### src/rtl/tpc_pkg.sv
package tpc_pkg;

  // ------------------------------------------------------------------
  // Code-groups
  // ------------------------------------------------------------------
  localparam int SYM_BITS = 5;
  localparam logic [4:0] CG_IDLE = 5'h1F;
  localparam logic [4:0] CG_SSD1 = 5'h18;
  localparam logic [4:0] CG_SSD2 = 5'h11;
  localparam logic [4:0] CG_ESD1 = 5'h0D;
  localparam logic [4:0] CG_ESD2 = 5'h07;
  localparam logic [4:0] CG_TXERR = 5'h04;
  localparam logic [4:0] CG_LPI = 5'h00;

  // ------------------------------------------------------------------
  // Nibbles, entry layout, counts
  // ------------------------------------------------------------------
  localparam int NIB_W = 4;
  localparam int ENT_W = 6;
  localparam int ENT_EN = 5;
  localparam int ENT_ER = 4;
  localparam logic [3:0] NIB_PRE = 4'h5;
  localparam logic [3:0] NIB_BAD_SSD = 4'hE;
  localparam logic [3:0] NIB_LPI_REQ = 4'h1;
  localparam int SCR_W = 11;
  localparam int SCR_TAP = 8;
  localparam logic [4:0] LOCK_BITS = 5'h1E;
  localparam logic [3:0] IDLE_RUN = 4'hA;
  localparam int WIN_BYTES = 4000;
  localparam int BITS_PER_BYTE = 10;
  localparam int WIN_BITS = WIN_BYTES * BITS_PER_BYTE;
  localparam int FIFO_DEPTH = 8;
  localparam logic [1:0] MLT_POS = 2'h1;
  localparam logic [1:0] MLT_NEG = 2'h3;

  // ------------------------------------------------------------------
  // State types
  // ------------------------------------------------------------------
  typedef enum logic [3:0] {TX_IDLE = 4'h1, TX_SSD2 = 4'h2, TX_DATA = 4'h4,
    TX_ESD2 = 4'h8} tpc_tx_state_t;
  typedef enum logic [2:0] {RX_HUNT = 3'h1, RX_SSD2 = 3'h2, RX_FRAME = 3'h4} tpc_rx_state_t;

  // Nibble to data code-group
  function automatic logic [4:0] tpc_enc(input logic [3:0] n);
    logic [4:0] c;
    c = 5'h1E;
    case (n)
      4'h0: c = 5'h1E;
      4'h1: c = 5'h09;
      4'h2: c = 5'h14;
      4'h3: c = 5'h15;
      4'h4: c = 5'h0A;
      4'h5: c = 5'h0B;
      4'h6: c = 5'h0E;
      4'h7: c = 5'h0F;
      4'h8: c = 5'h12;
      4'h9: c = 5'h13;
      4'hA: c = 5'h16;
      4'hB: c = 5'h17;
      4'hC: c = 5'h1A;
      4'hD: c = 5'h1B;
      4'hE: c = 5'h1C;
      default: c = 5'h1D;
    endcase
    return c;
  endfunction

endpackage

### src/rtl/tpc_stream_if.sv
`timescale 1ns/1ps
interface tpc_stream_if #(parameter int W = 6);
  logic valid;
  logic ready;
  logic [W-1:0] data;
  modport src (output valid, output data, input ready);
  modport snk (input valid, input data, output ready);
endinterface

### src/rtl/tpc_fifo.sv
`timescale 1ns/1ps
module tpc_fifo import tpc_pkg::*; #(
  parameter int WIDTH = ENT_W,
  parameter int DEPTH = FIFO_DEPTH
) (
  // Clock and reset
  input wire logic clk,
  input wire logic arst_n,
  // Fill side
  tpc_stream_if.snk wr,
  // Drain side
  tpc_stream_if.src rd
);
  localparam int AW = $clog2(DEPTH);
  localparam int CW = $clog2(DEPTH + 1);

  if (DEPTH < 2 || (DEPTH & (DEPTH - 1)) != 0)
  begin : g_bad_depth
    $error("FIFO depth must be a power of two, at least 2");
  end

  logic [WIDTH-1:0] mem [DEPTH];
  logic [AW-1:0] wr_ptr_reg;
  logic [AW-1:0] rd_ptr_reg;
  logic [CW-1:0] count_reg;
  logic [CW-1:0] count_next;
  logic ready_reg;
  wire push = wr.valid && ready_reg;
  wire pop = rd.valid && rd.ready;

  // Ready is kept as a flop so the source sees a clean level
  assign wr.ready = ready_reg;
  assign rd.valid = (count_reg != '0);
  assign rd.data = mem[rd_ptr_reg];
  assign count_next = count_reg + CW'(push) - CW'(pop);

  // Storage
  always_ff @(posedge clk)
  begin
    if (push)
      mem[wr_ptr_reg] <= wr.data;
  end

  // Pointers and fill level
  always_ff @(posedge clk or negedge arst_n)
  begin
    if (!arst_n)
    begin
      wr_ptr_reg <= '0;
      rd_ptr_reg <= '0;
      count_reg <= '0;
      ready_reg <= 1'b0;
    end
    else
    begin
      wr_ptr_reg <= wr_ptr_reg + AW'(push);
      rd_ptr_reg <= rd_ptr_reg + AW'(pop);
      count_reg <= count_next;
      ready_reg <= (count_next != CW'(DEPTH));
    end
  end
endmodule

### src/rtl/tpc_coder.sv
// Contract
// RQ1 - Data nibbles map to fixed data code-groups
// RQ2 - Idle is 11111, first start half 11000
// RQ3 - Rising enable sends start pair, second 10001
// RQ4 - Accept 10001 only after 11000, else error
// RQ5 - Falling enable appends 01101 then 00111
// RQ6 - 01101 then 00111 drops carrier; else error
// RQ7 - Lone 00111 raises receive error
// RQ8 - Transmit error sends code-group 00100
// RQ9 - Send 00000 before and during low power
// RQ10 - Received 00000 means low power, not data
// RQ11 - Unused code-groups during valid raise error
// RQ12 - Scrambler seed comes from management address
// RQ13 - Serialize each code-group one bit per cycle
// RQ14 - Scrambled bits become NRZI stream
// RQ15 - MLT-3: one moves level, zero holds
// RQ16 - Levels cycle zero, plus, zero, minus
// RQ17 - Receive descrambles and rebuilds code-groups
// RQ18 - Descrambler locks on idle, then holds key
// RQ19 - Idle must appear within rolling window
// RQ20 - Window expiry aborts and restarts locking
// RQ21 - Group boundary found from start pair
// RQ22 - Alignment kept until next start delimiter
// RQ23 - Start pair gives two 0101 nibbles, valid
// RQ24 - Bad start pair: error, 1110, no valid
`timescale 1ns/1ps
module tpc_coder import tpc_pkg::*; #(
  parameter int IDLE_WIN_BITS = WIN_BITS
) (
  // Clock and reset
  input wire logic sys_clk,
  input wire logic arst_n,
  // MAC transmit nibbles, timed by the MAC link clock
  input wire logic mac_tx_clk,
  input wire logic mac_tx_en,
  input wire logic mac_tx_er,
  input wire logic [3:0] mac_txd,
  output logic mac_tx_ready,
  // Strap
  input wire logic [4:0] phy_mgmt_address,
  // Line transmit
  output logic line_nrzi,
  output logic line_mlt_pos,
  output logic line_mlt_neg,
  // Line receive levels
  input wire logic rx_mlt_pos,
  input wire logic rx_mlt_neg,
  // MAC receive
  output logic mac_rx_strobe,
  output logic [3:0] mac_rxd,
  output logic mac_rx_dv,
  output logic mac_rx_er,
  output logic mac_crs,
  output logic mac_rx_lpi,
  output logic descr_locked
);
  if (IDLE_WIN_BITS < 64 || IDLE_WIN_BITS > 1048575)
  begin : g_bad_win
    $error("Idle window out of range");
  end

  // ------------------------------------------------------------------
  // Input synchronisers
  // ------------------------------------------------------------------
  localparam int SW = 14;
  logic [SW-1:0] sa_reg;
  logic [SW-1:0] sb_reg;
  wire [SW-1:0] s_in = {mac_tx_clk, mac_tx_en, mac_tx_er, mac_txd, rx_mlt_pos, rx_mlt_neg,
    phy_mgmt_address};
  logic tclk_d_reg;
  logic seeded_reg;
  logic [1:0] sync_age_reg;
  wire sync_ok = (sync_age_reg == 2'h3);

  // Pins pass two flops; only the second stage is read.
  // Seed and link edges wait for sync_ok, so reset zeros are never taken as pin values
  always_ff @(posedge sys_clk or negedge arst_n)
  begin
    if (!arst_n)
    begin
      sa_reg <= '0;
      sb_reg <= '0;
      tclk_d_reg <= 1'b0;
      sync_age_reg <= 2'h0;
    end
    else
    begin
      sa_reg <= s_in;
      sb_reg <= sa_reg;
      tclk_d_reg <= sb_reg[13];
      sync_age_reg <= sync_age_reg + {1'b0, !sync_ok};
    end
  end

  // A link clock parked high across reset must not look like a fresh edge
  wire tclk_rise = sync_ok && sb_reg[13] && !tclk_d_reg;
  wire [ENT_W-1:0] tx_entry = sb_reg[12:7];
  wire [1:0] rx_lvl = sb_reg[6:5];
  wire [4:0] addr_s = sb_reg[4:0];

  // ------------------------------------------------------------------
  // Transmit FIFO
  // ------------------------------------------------------------------
  tpc_stream_if #(.W(ENT_W)) fin ();
  tpc_stream_if #(.W(ENT_W)) fout ();
  assign fin.valid = tclk_rise;
  assign fin.data = tx_entry;

  tpc_fifo #(.WIDTH(ENT_W), .DEPTH(FIFO_DEPTH)) u_fifo (
    .clk(sys_clk),
    .arst_n(arst_n),
    .wr(fin),
    .rd(fout)
  );

  // ------------------------------------------------------------------
  // Transmit encoder and serializer
  // ------------------------------------------------------------------
  tpc_tx_state_t tx_st_reg;
  tpc_tx_state_t tx_st_next;
  logic [4:0] tx_sym;
  logic [4:0] shreg_reg;
  logic [2:0] left_reg;
  logic [SCR_W-1:0] lfsr_reg;
  logic [1:0] mlt_ph_reg;
  logic ready_out_reg;
  wire ent_en = fout.data[ENT_EN];
  wire ent_er = fout.data[ENT_ER];
  wire [3:0] ent_nib = fout.data[3:0];
  wire ent_lpi = !ent_en && ent_er && (ent_nib == NIB_LPI_REQ);
  wire tx_load = fout.valid && (left_reg <= 3'h1);
  wire tx_emit = (left_reg != 3'h0);
  wire scr_fb = lfsr_reg[SCR_W-1] ^ lfsr_reg[SCR_TAP];
  wire tx_sbit = tx_emit && (shreg_reg[4] ^ scr_fb);
  wire [1:0] mlt_ph_next = mlt_ph_reg + {1'b0, tx_sbit};
  assign fout.ready = (left_reg <= 3'h1);

  // One code-group per FIFO entry; the start pair replaces two preamble nibbles
  always_comb
  begin
    tx_st_next = tx_st_reg;
    tx_sym = CG_IDLE;
    case (tx_st_reg)
      TX_IDLE:
      begin
        if (ent_en)
        begin
          tx_sym = CG_SSD1; // RQ2 RQ3
          tx_st_next = TX_SSD2;
        end
        else if (ent_lpi)
          tx_sym = CG_LPI; // RQ9
        else
          tx_sym = CG_IDLE; // RQ2
      end
      TX_SSD2:
      begin
        tx_sym = CG_SSD2; // RQ3
        tx_st_next = ent_en ? TX_DATA : TX_ESD2;
        if (!ent_en)
          tx_sym = CG_ESD1;
      end
      TX_DATA:
      begin
        if (!ent_en)
        begin
          tx_sym = CG_ESD1; // RQ5
          tx_st_next = TX_ESD2;
        end
        else if (ent_er)
          tx_sym = CG_TXERR; // RQ8
        else
          tx_sym = tpc_enc(ent_nib); // RQ1
      end
      TX_ESD2:
      begin
        tx_sym = CG_ESD2; // RQ5
        tx_st_next = TX_IDLE;
      end
      default:
        tx_st_next = TX_IDLE;
    endcase
  end

  // Stalls hold the line; the scrambler only advances on emitted bits
  always_ff @(posedge sys_clk or negedge arst_n)
  begin
    if (!arst_n)
    begin
      tx_st_reg <= TX_IDLE;
      shreg_reg <= CG_IDLE;
      left_reg <= 3'h0;
      lfsr_reg <= '0;
      seeded_reg <= 1'b0;
      mlt_ph_reg <= 2'h0;
      line_nrzi <= 1'b0;
      line_mlt_pos <= 1'b0;
      line_mlt_neg <= 1'b0;
      ready_out_reg <= 1'b0;
    end
    else
    begin
      ready_out_reg <= fin.ready;
      seeded_reg <= sync_ok;
      if (!seeded_reg && sync_ok)
        lfsr_reg <= {1'b1, addr_s, addr_s}; // RQ12
      else if (tx_emit)
        lfsr_reg <= {lfsr_reg[SCR_W-2:0], scr_fb};
      if (tx_load)
      begin
        tx_st_reg <= tx_st_next;
        shreg_reg <= tx_sym;
        left_reg <= 3'(SYM_BITS); // RQ13
      end
      else if (tx_emit)
      begin
        shreg_reg <= {shreg_reg[3:0], 1'b0};
        left_reg <= left_reg - 3'h1;
      end
      line_nrzi <= line_nrzi ^ tx_sbit; // RQ14
      mlt_ph_reg <= mlt_ph_next; // RQ15 RQ16
      line_mlt_pos <= (mlt_ph_next == MLT_POS);
      line_mlt_neg <= (mlt_ph_next == MLT_NEG);
    end
  end
  assign mac_tx_ready = ready_out_reg;

  // ------------------------------------------------------------------
  // Receive: MLT-3 to bits, descrambler lock and idle window
  // ------------------------------------------------------------------
  logic [1:0] lvl_d_reg;
  logic [SCR_W-1:0] key_reg;
  logic [4:0] match_reg;
  logic [3:0] ones_reg;
  logic [19:0] win_reg;
  logic lock_reg;
  wire rbit = (rx_lvl != lvl_d_reg);
  wire key_fb = key_reg[SCR_W-1] ^ key_reg[SCR_TAP];
  wire plain = rbit ^ key_fb; // RQ17
  wire idle_seen = (ones_reg >= IDLE_RUN);
  wire win_exp = (win_reg == 20'(IDLE_WIN_BITS - 1));

  // While idle arrives the key bit equals the inverted line bit
  always_ff @(posedge sys_clk or negedge arst_n)
  begin
    if (!arst_n)
    begin
      lvl_d_reg <= 2'h0;
      key_reg <= '0;
      match_reg <= 5'h0;
      ones_reg <= 4'h0;
      win_reg <= 20'h0;
      lock_reg <= 1'b0;
    end
    else
    begin
      lvl_d_reg <= rx_lvl;
      if (!lock_reg)
      begin
        key_reg <= {key_reg[SCR_W-2:0], !rbit}; // RQ18
        match_reg <= (key_fb == !rbit) ? match_reg + 5'h1 : 5'h0;
        lock_reg <= (match_reg == LOCK_BITS);
        win_reg <= 20'h0;
        ones_reg <= 4'h0;
      end
      else
      begin
        key_reg <= {key_reg[SCR_W-2:0], key_fb}; // RQ18
        ones_reg <= plain ? (idle_seen ? ones_reg : ones_reg + 4'h1) : 4'h0;
        win_reg <= idle_seen ? 20'h0 : win_reg + 20'h1; // RQ19
        match_reg <= 5'h0;
        if (win_exp)
          lock_reg <= 1'b0; // RQ20
      end
    end
  end
  assign descr_locked = lock_reg;

  // ------------------------------------------------------------------
  // Receive: alignment and decoding
  // ------------------------------------------------------------------
  tpc_rx_state_t rx_st_reg;
  logic [4:0] grp_reg;
  logic [2:0] gcnt_reg;
  logic algn_reg;
  logic tpend_reg;
  logic pre2_reg;
  logic [4:0] dec;
  logic dec_ok;
  wire grp_done = algn_reg && (gcnt_reg == 3'h5);
  // Once aligned, only boundaries count: idle then 00000 would otherwise fake a start half
  wire ssd1_hit = lock_reg && (grp_reg == CG_SSD1) && (rx_st_reg != RX_SSD2)
    && (!algn_reg || grp_done);

  // Inverse table; dec_ok only for the data set
  always_comb
  begin
    dec_ok = 1'b0;
    dec = 5'h0;
    for (int i = 0; i < 16; i++)
    begin
      if (tpc_enc(4'(i)) == grp_reg)
      begin
        dec_ok = 1'b1;
        dec = {1'b0, 4'(i)};
      end
    end
  end

  // Group boundary is set by a first start half while unaligned and then kept until lock drops
  always_ff @(posedge sys_clk or negedge arst_n)
  begin
    if (!arst_n)
    begin
      grp_reg <= 5'h0;
      gcnt_reg <= 3'h0;
      algn_reg <= 1'b0;
    end
    else
    begin
      grp_reg <= lock_reg ? {grp_reg[3:0], plain} : 5'h0;
      if (!lock_reg)
        algn_reg <= 1'b0;
      else if (ssd1_hit)
      begin
        algn_reg <= 1'b1; // RQ21
        gcnt_reg <= 3'h1;
      end
      else
        gcnt_reg <= (gcnt_reg == 3'h5) ? 3'h1 : gcnt_reg + 3'h1; // RQ22
    end
  end

  // Frame sequencing and MAC side outputs
  always_ff @(posedge sys_clk or negedge arst_n)
  begin
    if (!arst_n)
    begin
      rx_st_reg <= RX_HUNT;
      tpend_reg <= 1'b0;
      pre2_reg <= 1'b0;
      mac_rx_strobe <= 1'b0;
      mac_rxd <= 4'h0;
      mac_rx_dv <= 1'b0;
      mac_rx_er <= 1'b0;
      mac_crs <= 1'b0;
      mac_rx_lpi <= 1'b0;
    end
    else
    begin
      mac_rx_strobe <= pre2_reg;
      mac_rx_er <= 1'b0;
      mac_rx_lpi <= 1'b0;
      pre2_reg <= 1'b0;
      if (!lock_reg)
      begin
        rx_st_reg <= RX_HUNT; // RQ20
        mac_rx_dv <= 1'b0;
        mac_crs <= 1'b0;
        tpend_reg <= 1'b0;
      end
      else if (ssd1_hit)
      begin
        rx_st_reg <= RX_SSD2;
        mac_crs <= 1'b1;
        tpend_reg <= 1'b0;
      end
      else if (grp_done)
      begin
        case (rx_st_reg)
          RX_SSD2:
          begin
            mac_rx_strobe <= 1'b1;
            if (grp_reg == CG_SSD2)
            begin
              rx_st_reg <= RX_FRAME; // RQ4
              mac_rxd <= NIB_PRE; // RQ23
              mac_rx_dv <= 1'b1;
              pre2_reg <= 1'b1;
            end
            else
            begin
              rx_st_reg <= RX_HUNT;
              mac_rxd <= NIB_BAD_SSD; // RQ24
              mac_rx_er <= 1'b1; // RQ4
              mac_crs <= 1'b0;
            end
          end
          RX_FRAME:
          begin
            tpend_reg <= (grp_reg == CG_ESD1) && !tpend_reg;
            if (tpend_reg)
            begin
              rx_st_reg <= RX_HUNT;
              mac_rx_dv <= 1'b0;
              mac_crs <= 1'b0; // RQ6
              mac_rx_er <= (grp_reg != CG_ESD2); // RQ6
              mac_rx_strobe <= (grp_reg != CG_ESD2);
            end
            else if (dec_ok)
            begin
              mac_rxd <= dec[3:0];
              mac_rx_strobe <= 1'b1;
            end
            else if (grp_reg == CG_LPI)
              mac_rx_lpi <= 1'b1; // RQ10
            else if (grp_reg != CG_ESD1)
            begin
              mac_rx_er <= 1'b1; // RQ7 RQ11
              mac_rx_strobe <= 1'b1;
              if (grp_reg == CG_IDLE)
              begin
                rx_st_reg <= RX_HUNT;
                mac_rx_dv <= 1'b0;
                mac_crs <= 1'b0;
              end
            end
          end
          default:
          begin
            mac_rx_lpi <= (grp_reg == CG_LPI); // RQ10
            mac_rx_er <= (grp_reg == CG_ESD2); // RQ7
          end
        endcase
      end
    end
  end
endmodule

### config.mk
export PLATFORM = sky130hd
export DESIGN_NAME = tpc_coder
export DESIGN_NICKNAME = d
export VERILOG_FILES = /design/src/rtl/tpc_pkg.sv /design/src/rtl/tpc_stream_if.sv /design/src/rtl/tpc_fifo.sv /design/src/rtl/tpc_coder.sv
export SDC_FILE = /design/constraint.sdc
export NUM_CORES = 1
export LEC_CHECK = 0
export ABC_AREA = 1
export BUFFER_PORTS_ARGS = -buffer_cell sky130_fd_sc_hd__buf_2
export CELL_PAD_IN_SITES_DETAIL_PLACEMENT = 2
export CELL_PAD_IN_SITES_GLOBAL_PLACEMENT = 2
export CORE_UTILIZATION = 43
export DETAILED_ROUTE_END_ITERATION = 10
export PLACE_DENSITY = 0.95
export SYNTH_ARGS = -nofsm -noshare
export SYNTH_HDL_FRONTEND = slang
export SYNTH_SLANG_ARGS = --single-unit
### constraint.sdc
create_clock -name sys_clk -period 3.8 [get_ports sys_clk]
set_input_delay 0.57 -clock sys_clk [delete_from_list [all_inputs] [get_ports sys_clk]]
set_output_delay 0.57 -clock sys_clk [all_outputs]
set_load 0.05 [all_outputs]
=== Word-level counts from Yosys, hierarchy flattened ===
Memory sizes are Yosys's and may differ from the RTL's.
Cells that the tools add are included.

* Div/mod/pow operators: 0
* Reduce and logical (&&, ||, !) cells: 33
* Shifts and indexed selects: 0
* Eq/ne operators: 62
* Multipliers: 0
* Bitwise gates (word level): 6
* Add/subtract/negate cells: 11
* Multiplexer cells: 126
* Order comparisons: 2

{| class="wikitable"
|+ Operators with widths
! operator !! count
|-
| $mux 4 || 23
|-
| $mux 1 || 67
|-
| $eq 5x5->1 const A || 11
|-
| $mux 5 || 10
|-
| $mux 20 || 2
|-
| $mux 3 || 13
|-
| $eq 4x5->1 const A || 5
|-
| $ne 4x4->1 const B || 6
|-
| $mux 11 || 2
|-
| $add 20x1->20 const B || 1
|-
| $eq 20x16->1 const B || 1
|-
| $eq 5x5->1 const B || 4
|-
| $ne 5x5->1 const B || 4
|-
| $pmux 5 s4 || 1
|-
| $logic_and 1x1->1 || 13
|-
| $pmux 4 s3 || 1
|-
| $reduce_and 6->1 || 2
|-
| $ne 2x2->1 const B || 5
|-
| $pmux 1 s2 || 5
|-
| $ne 3x1->1 const B || 3
|-
| $eq 4x1->1 const B || 2
|-
| $pmux 4 s2 || 1
|-
| $reduce_and 8->1 || 1
|-
| $logic_not 1->1 || 7
|-
| other kinds (38) || 50
|}

* Flip-flop bits (word level): 138
* RAM bits: 48
* Latch bits: 0
* Output and inout port bits: 14
* Memory bits (read-only): 80
* Memories: 2

{| class="wikitable"
|+ Memory list
! name !! depth !! width !! read ports !! clocked after memory_dff !! wr ports !! line !! RTL
|-
| (name not given) || 16 || 5 || 1 || 0 || 0 || tpc_pkg.sv:47 || <nowiki>case (n)</nowiki>
|-
| u_fifo.mem || 8 || 6 || 1 || 0 || 1 || tpc_fifo.sv:22 || <nowiki>logic [WIDTH-1:0] mem [DEPTH];</nowiki>
|}

=== Depth between registers and ports, before layout ===
* Word-level depth: 23
* Mapped depth: 15
* Gate-level depth less buffers: 13

=== Hierarchy ===
A second synthesis with hierarchy kept.

* Cells, all modules: 905
* Area, all modules: 8311.7 um2

{| class="wikitable"
|+ Modules (own cells, without submodules)
! module !! cells each !! area an instance (um2) !! times used
|-
| tpc_coder || 634 || 5625.4 || 1
|-
| tpc_fifo || 271 || 2686.3 || 1
|}

=== Worst setup path after synthesis ===
No wires, ideal clock.

* Path kind: register to register
* Start point: reg left_reg[1]
* End point: reg u_fifo.ready_reg, in the netlist u_fifo.wr.ready
* Slack: 1.456 ns
* Stages on the path, launching flop included: 13
* Arrival time: 2.219 ns
* Path buffers: 0
* Setup time: 0.125 ns
* Clock period less this slack: 2.344 ns
* Cell sequence: dfrtp_1 -> inv_2 -> ha_1 -> a21oi_1 -> nor3b_4 -> ha_1 -> inv_1 -> ha_1 -> inv_1 -> fa_1 -> inv_1 -> nor3_1 -> nand2_1

* Longest elaborated chain between the ends: 4

{| class="wikitable"
|+ Ends and longest elaborated chain
! element !! line !! RTL
|-
| start, declared || tpc_coder.sv:123 || <nowiki>logic [2:0] left_reg;</nowiki>
|-
| start signal, assigned || tpc_coder.sv:213 || <nowiki>left_reg <= 3'(SYM_BITS);</nowiki>
|-
| start signal, assigned || tpc_coder.sv:218 || <nowiki>left_reg <= left_reg - 3'h1;</nowiki>
|-
| $le 3x1->1 || tpc_coder.sv:136 || <nowiki>assign fout.ready = (left_reg <= 3'h1);</nowiki>
|-
| $logic_and 1x1->1 || tpc_fifo.sv:29 || <nowiki>wire pop = rd.valid && rd.ready;</nowiki>
|-
| $sub 4x1->4 || tpc_fifo.sv:35 || <nowiki>assign count_next = count_reg + CW'(push) - CW'(pop);</nowiki>
|-
| via u_fifo.count_next[1] || tpc_fifo.sv:26 || <nowiki>logic [CW-1:0] count_next;</nowiki>
|-
| $ne 4x4->1 || tpc_fifo.sv:59 || <nowiki>ready_reg <= (count_next != CW'(DEPTH));</nowiki>
|-
| end signal, assigned || tpc_fifo.sv:59 ||
|-
| end, declared || tpc_fifo.sv:27 || <nowiki>logic ready_reg;</nowiki>
|}

The timed path passes the listed nets, and every way through them passes these cells.
A chain may end at the register's enable or synchronous reset.

=== Final worst setup path ===
* Start point: reg u_fifo.count_reg[1]
* End point: reg u_fifo.ready_reg, in the netlist u_fifo.wr.ready

* Longest elaborated chain between the ends: 4

{| class="wikitable"
|+ Ends and longest elaborated chain
! element !! line !! RTL
|-
| start, declared || tpc_fifo.sv:25 || <nowiki>logic [CW-1:0] count_reg;</nowiki>
|-
| start signal, assigned || tpc_fifo.sv:58 || <nowiki>count_reg <= count_next;</nowiki>
|-
| branches (longest 2 deep; another with $add 4x1->4) || -- ||
|-
| $sub 4x1->4 (*) || tpc_fifo.sv:35 ||
|-
| via u_fifo.count_next[1] || tpc_fifo.sv:26 ||
|-
| $ne 4x4->1 (*) || tpc_fifo.sv:59 ||
|}

Mark *: on every way through the listed nets, which the timed path passes.

==> impl_metrics.toml <==
[clocking]
numCtsBuffers = 17
root_buffer = "clkbuf_16"
clk_pin_slew_ns = 0.08
clock_sinks = 186
clock_latency_ns = 0.44
post-cts-setup-buffers = 0
cts_tree = "done"
cts_buffer_depth = 2
cts-hold-fix-buffers = 0
htree_levels = 4
ctsResizeCount = 0

[timing]
finalCriticalPeriod_ns = 3.11
setup_slack_ns = 0.687
clock_skew_ns = 0.0153
max_freq_ghz = 0.321
setup_viol_count_final = 0
maxSlewViolCount = 0
tightest_slew_ns = 1.28
relSlewSlack = 0.139
grt_setup_unrepaired = "false"
tns_ns = 0
min_period_over_period = 0.819
hold_viol = 0

[logic_synthesis]
synth_ff_type = "dfrtp_1"
synth_edf_count = 48
synth_nets = 904
synth-async-reset-ratio = 0.742
synth_seq_area_share = 0.593
avgSynthCellArea_um2 = 9.51
syn_inst = 869
ys_ff_latch = 186
synthDistinctLibCells = 47
ys_warn_count = 0
synthesis.area_mm2 = 0.00827

[power_and_ir_drop]
finalPower_mw = 6.66
leakagePower_nw = 4.32
ir_worst_vdd_mv = 0.461
power_density_mw_per_mm2 = 723

[grt]
grt_usage = 0.308
first_global_vias = 7417
gr-total-overflow = 0
grt_max_degree = 97
antenna_found_initial = 0
grt_pass1_wl_mm = 45.2

[routing]
drtIter0Drc = 336
firstDrtPassIters = 4
avgViaCountPerCell = 5.54
drc_errors = 0
wl_mm = 28.3
vias = 6380
wl_per_cell_um = 24.6
final_antenna_net_count = 0

[worst_setup_path]
path_max_fanout = 11
worstSetupPathType = "register to register"
worstSetupEndpointType = "register"
crit_arrival_ns = 3.42
cp.required_ns = 4.10
worst_setup_path_start_kind = "register"

[place]
finalWeightedCongestion = 0.781
dp_hpwl_mm = 17.1
dp_cells = 1119
port_buffers = 29
dp_slack_ns = 0.942

[die]
die_area_mm2 = 0.0198
rows = 50
start_util = 0.440
io_pins = 30
dieWidth_um = 141
die_y_um = 141
coreArea_mm2 = 0.0188

[worst_hold_path]
hp-class = "input pin to asynchronous set/reset pin"

[outcome]
status = "completed"

[finish]
instances_no_fill = 1151
fill_cells = 1961
diodes = 0
final_common_cell = "nand2_1"
syn_to_final_growth_pct = 11.6
mostFrequentLayoutCells = "nand2_1 (183), inv_1 (136), dfrtp_1 (131)"
final_layout_size_suffix_gt1_frac = 0.128
largest_reg_flops = 48
fin_nets = 939

[flow_run]
drv_cap = 0
## synthesized netlist by cell type (4+ instances only)
master	instances	area [um^2]
nand2_1	183	687
inv_1	136	510
dfrtp_1	131	3280
nor2_1	66	248
nand3_1	61	305
o21ai_0	49	245
edfxtp_1	48	1440
a21oi_1	26	130
nor3_1	20	100
ha_1	18	225
inv_2	11	41.3
xor2_1	10	87.6
xnor2_1	9	78.8
dfstp_2	7	184
o21ai_1	7	35.0
buf_2	6	30.0
clkbuf_1	6	22.5
nand2_2	6	37.5
nor2_2	6	37.5
nor4_1	6	37.5
nand3_2	5	50.1
nand4_1	5	31.3
buf_6	4	45.0
nor3_2	4	40.0
o21bai_1	4	30.0
## critical path, stage by stage (launching register included)
cell and delay, ns:
dfrtp_1 0.50, inv_1 0.14, nand3_1 0.13, nor3b_4 0.46, ha_1 0.34, inv_1 0.08
ha_1 0.21, inv_1 0.11, fa_1 0.55, inv_1 0.09, nor3_1 0.25, nand2_1 0.12
## worst paths after layout
check                      cells past startpoint  slack [ns]               to                start
setup reg to reg                              11        0.69  u_fifo.wr.ready  u_fifo.count_reg[1]
min in group sys_clk                           1        0.23        sa_reg[5]           rx_mlt_neg
hold reg to reg                                0        0.36        sb_reg[5]            sa_reg[5]
setup / recovery                              11        0.69  u_fifo.wr.ready  u_fifo.count_reg[1]
hold / removal                                 1        0.22       key_reg[8]               arst_n
max in group asynchronous                      2        2.59     rx_st_reg[0]               arst_n
## per-layer routing
layer	wire, um	global-route usage	share of wire	vias up
li1	-	-	-	2847
met1	11300	0.357	0.40	3335
met2	15400	0.571	0.54	138
met3	709	0.0493	0.025	60
met4	935	0.115	0.033	0
met5	0	0	0	-
## kinds of logic after synthesis
logic type      after synthesis  share of synthesized area
buf+inv                     166                     0.0810
simple gates                371                      0.202
xor+xnor                     19                     0.0201
compound gates              108                     0.0740
flops                       186                      0.593
fa+ha+maj                    19                     0.0297
## cell type report
| cell class | instances | area [um^2] | area share |
|---|---|---|---|
| flip-flops and latches | 186 | 4900 | 0.532 |
| inverters | 149 | 564 | 0.0612 |
| multi-input cells | 517 | 2690 | 0.292 |
| well taps | 234 | 293 | 0.0318 |
| clock inverters | 15 | 160 | 0.0174 |
| repair buffers | 33 | 181 | 0.0197 |
| clock buffers | 17 | 425 | 0.0461 |
## power breakdown
part	switching, mW	internal, mW	leakage, nW	total (mW)
Combinational	1.47	0.635	1.89	2.10
Sequential	0.311	2.38	2.15	2.69
Clock	0.937	0.935	0.283	1.87
Total	2.72	3.95	4.32	6.66
## metrics by stage
step           hold slack [ns]  area, um^2   util
2_1_floorplan            0.274        8270      -
3_3_place_gp             0.332        8630  0.460
3_5_place_dp             0.339        8630  0.460
4_1_cts                  0.212        9220  0.491
5_1_grt                  0.212        9220  0.491
6_report                 0.218        9220  0.491
Note: power is estimated with default switching activity, not from simulation.
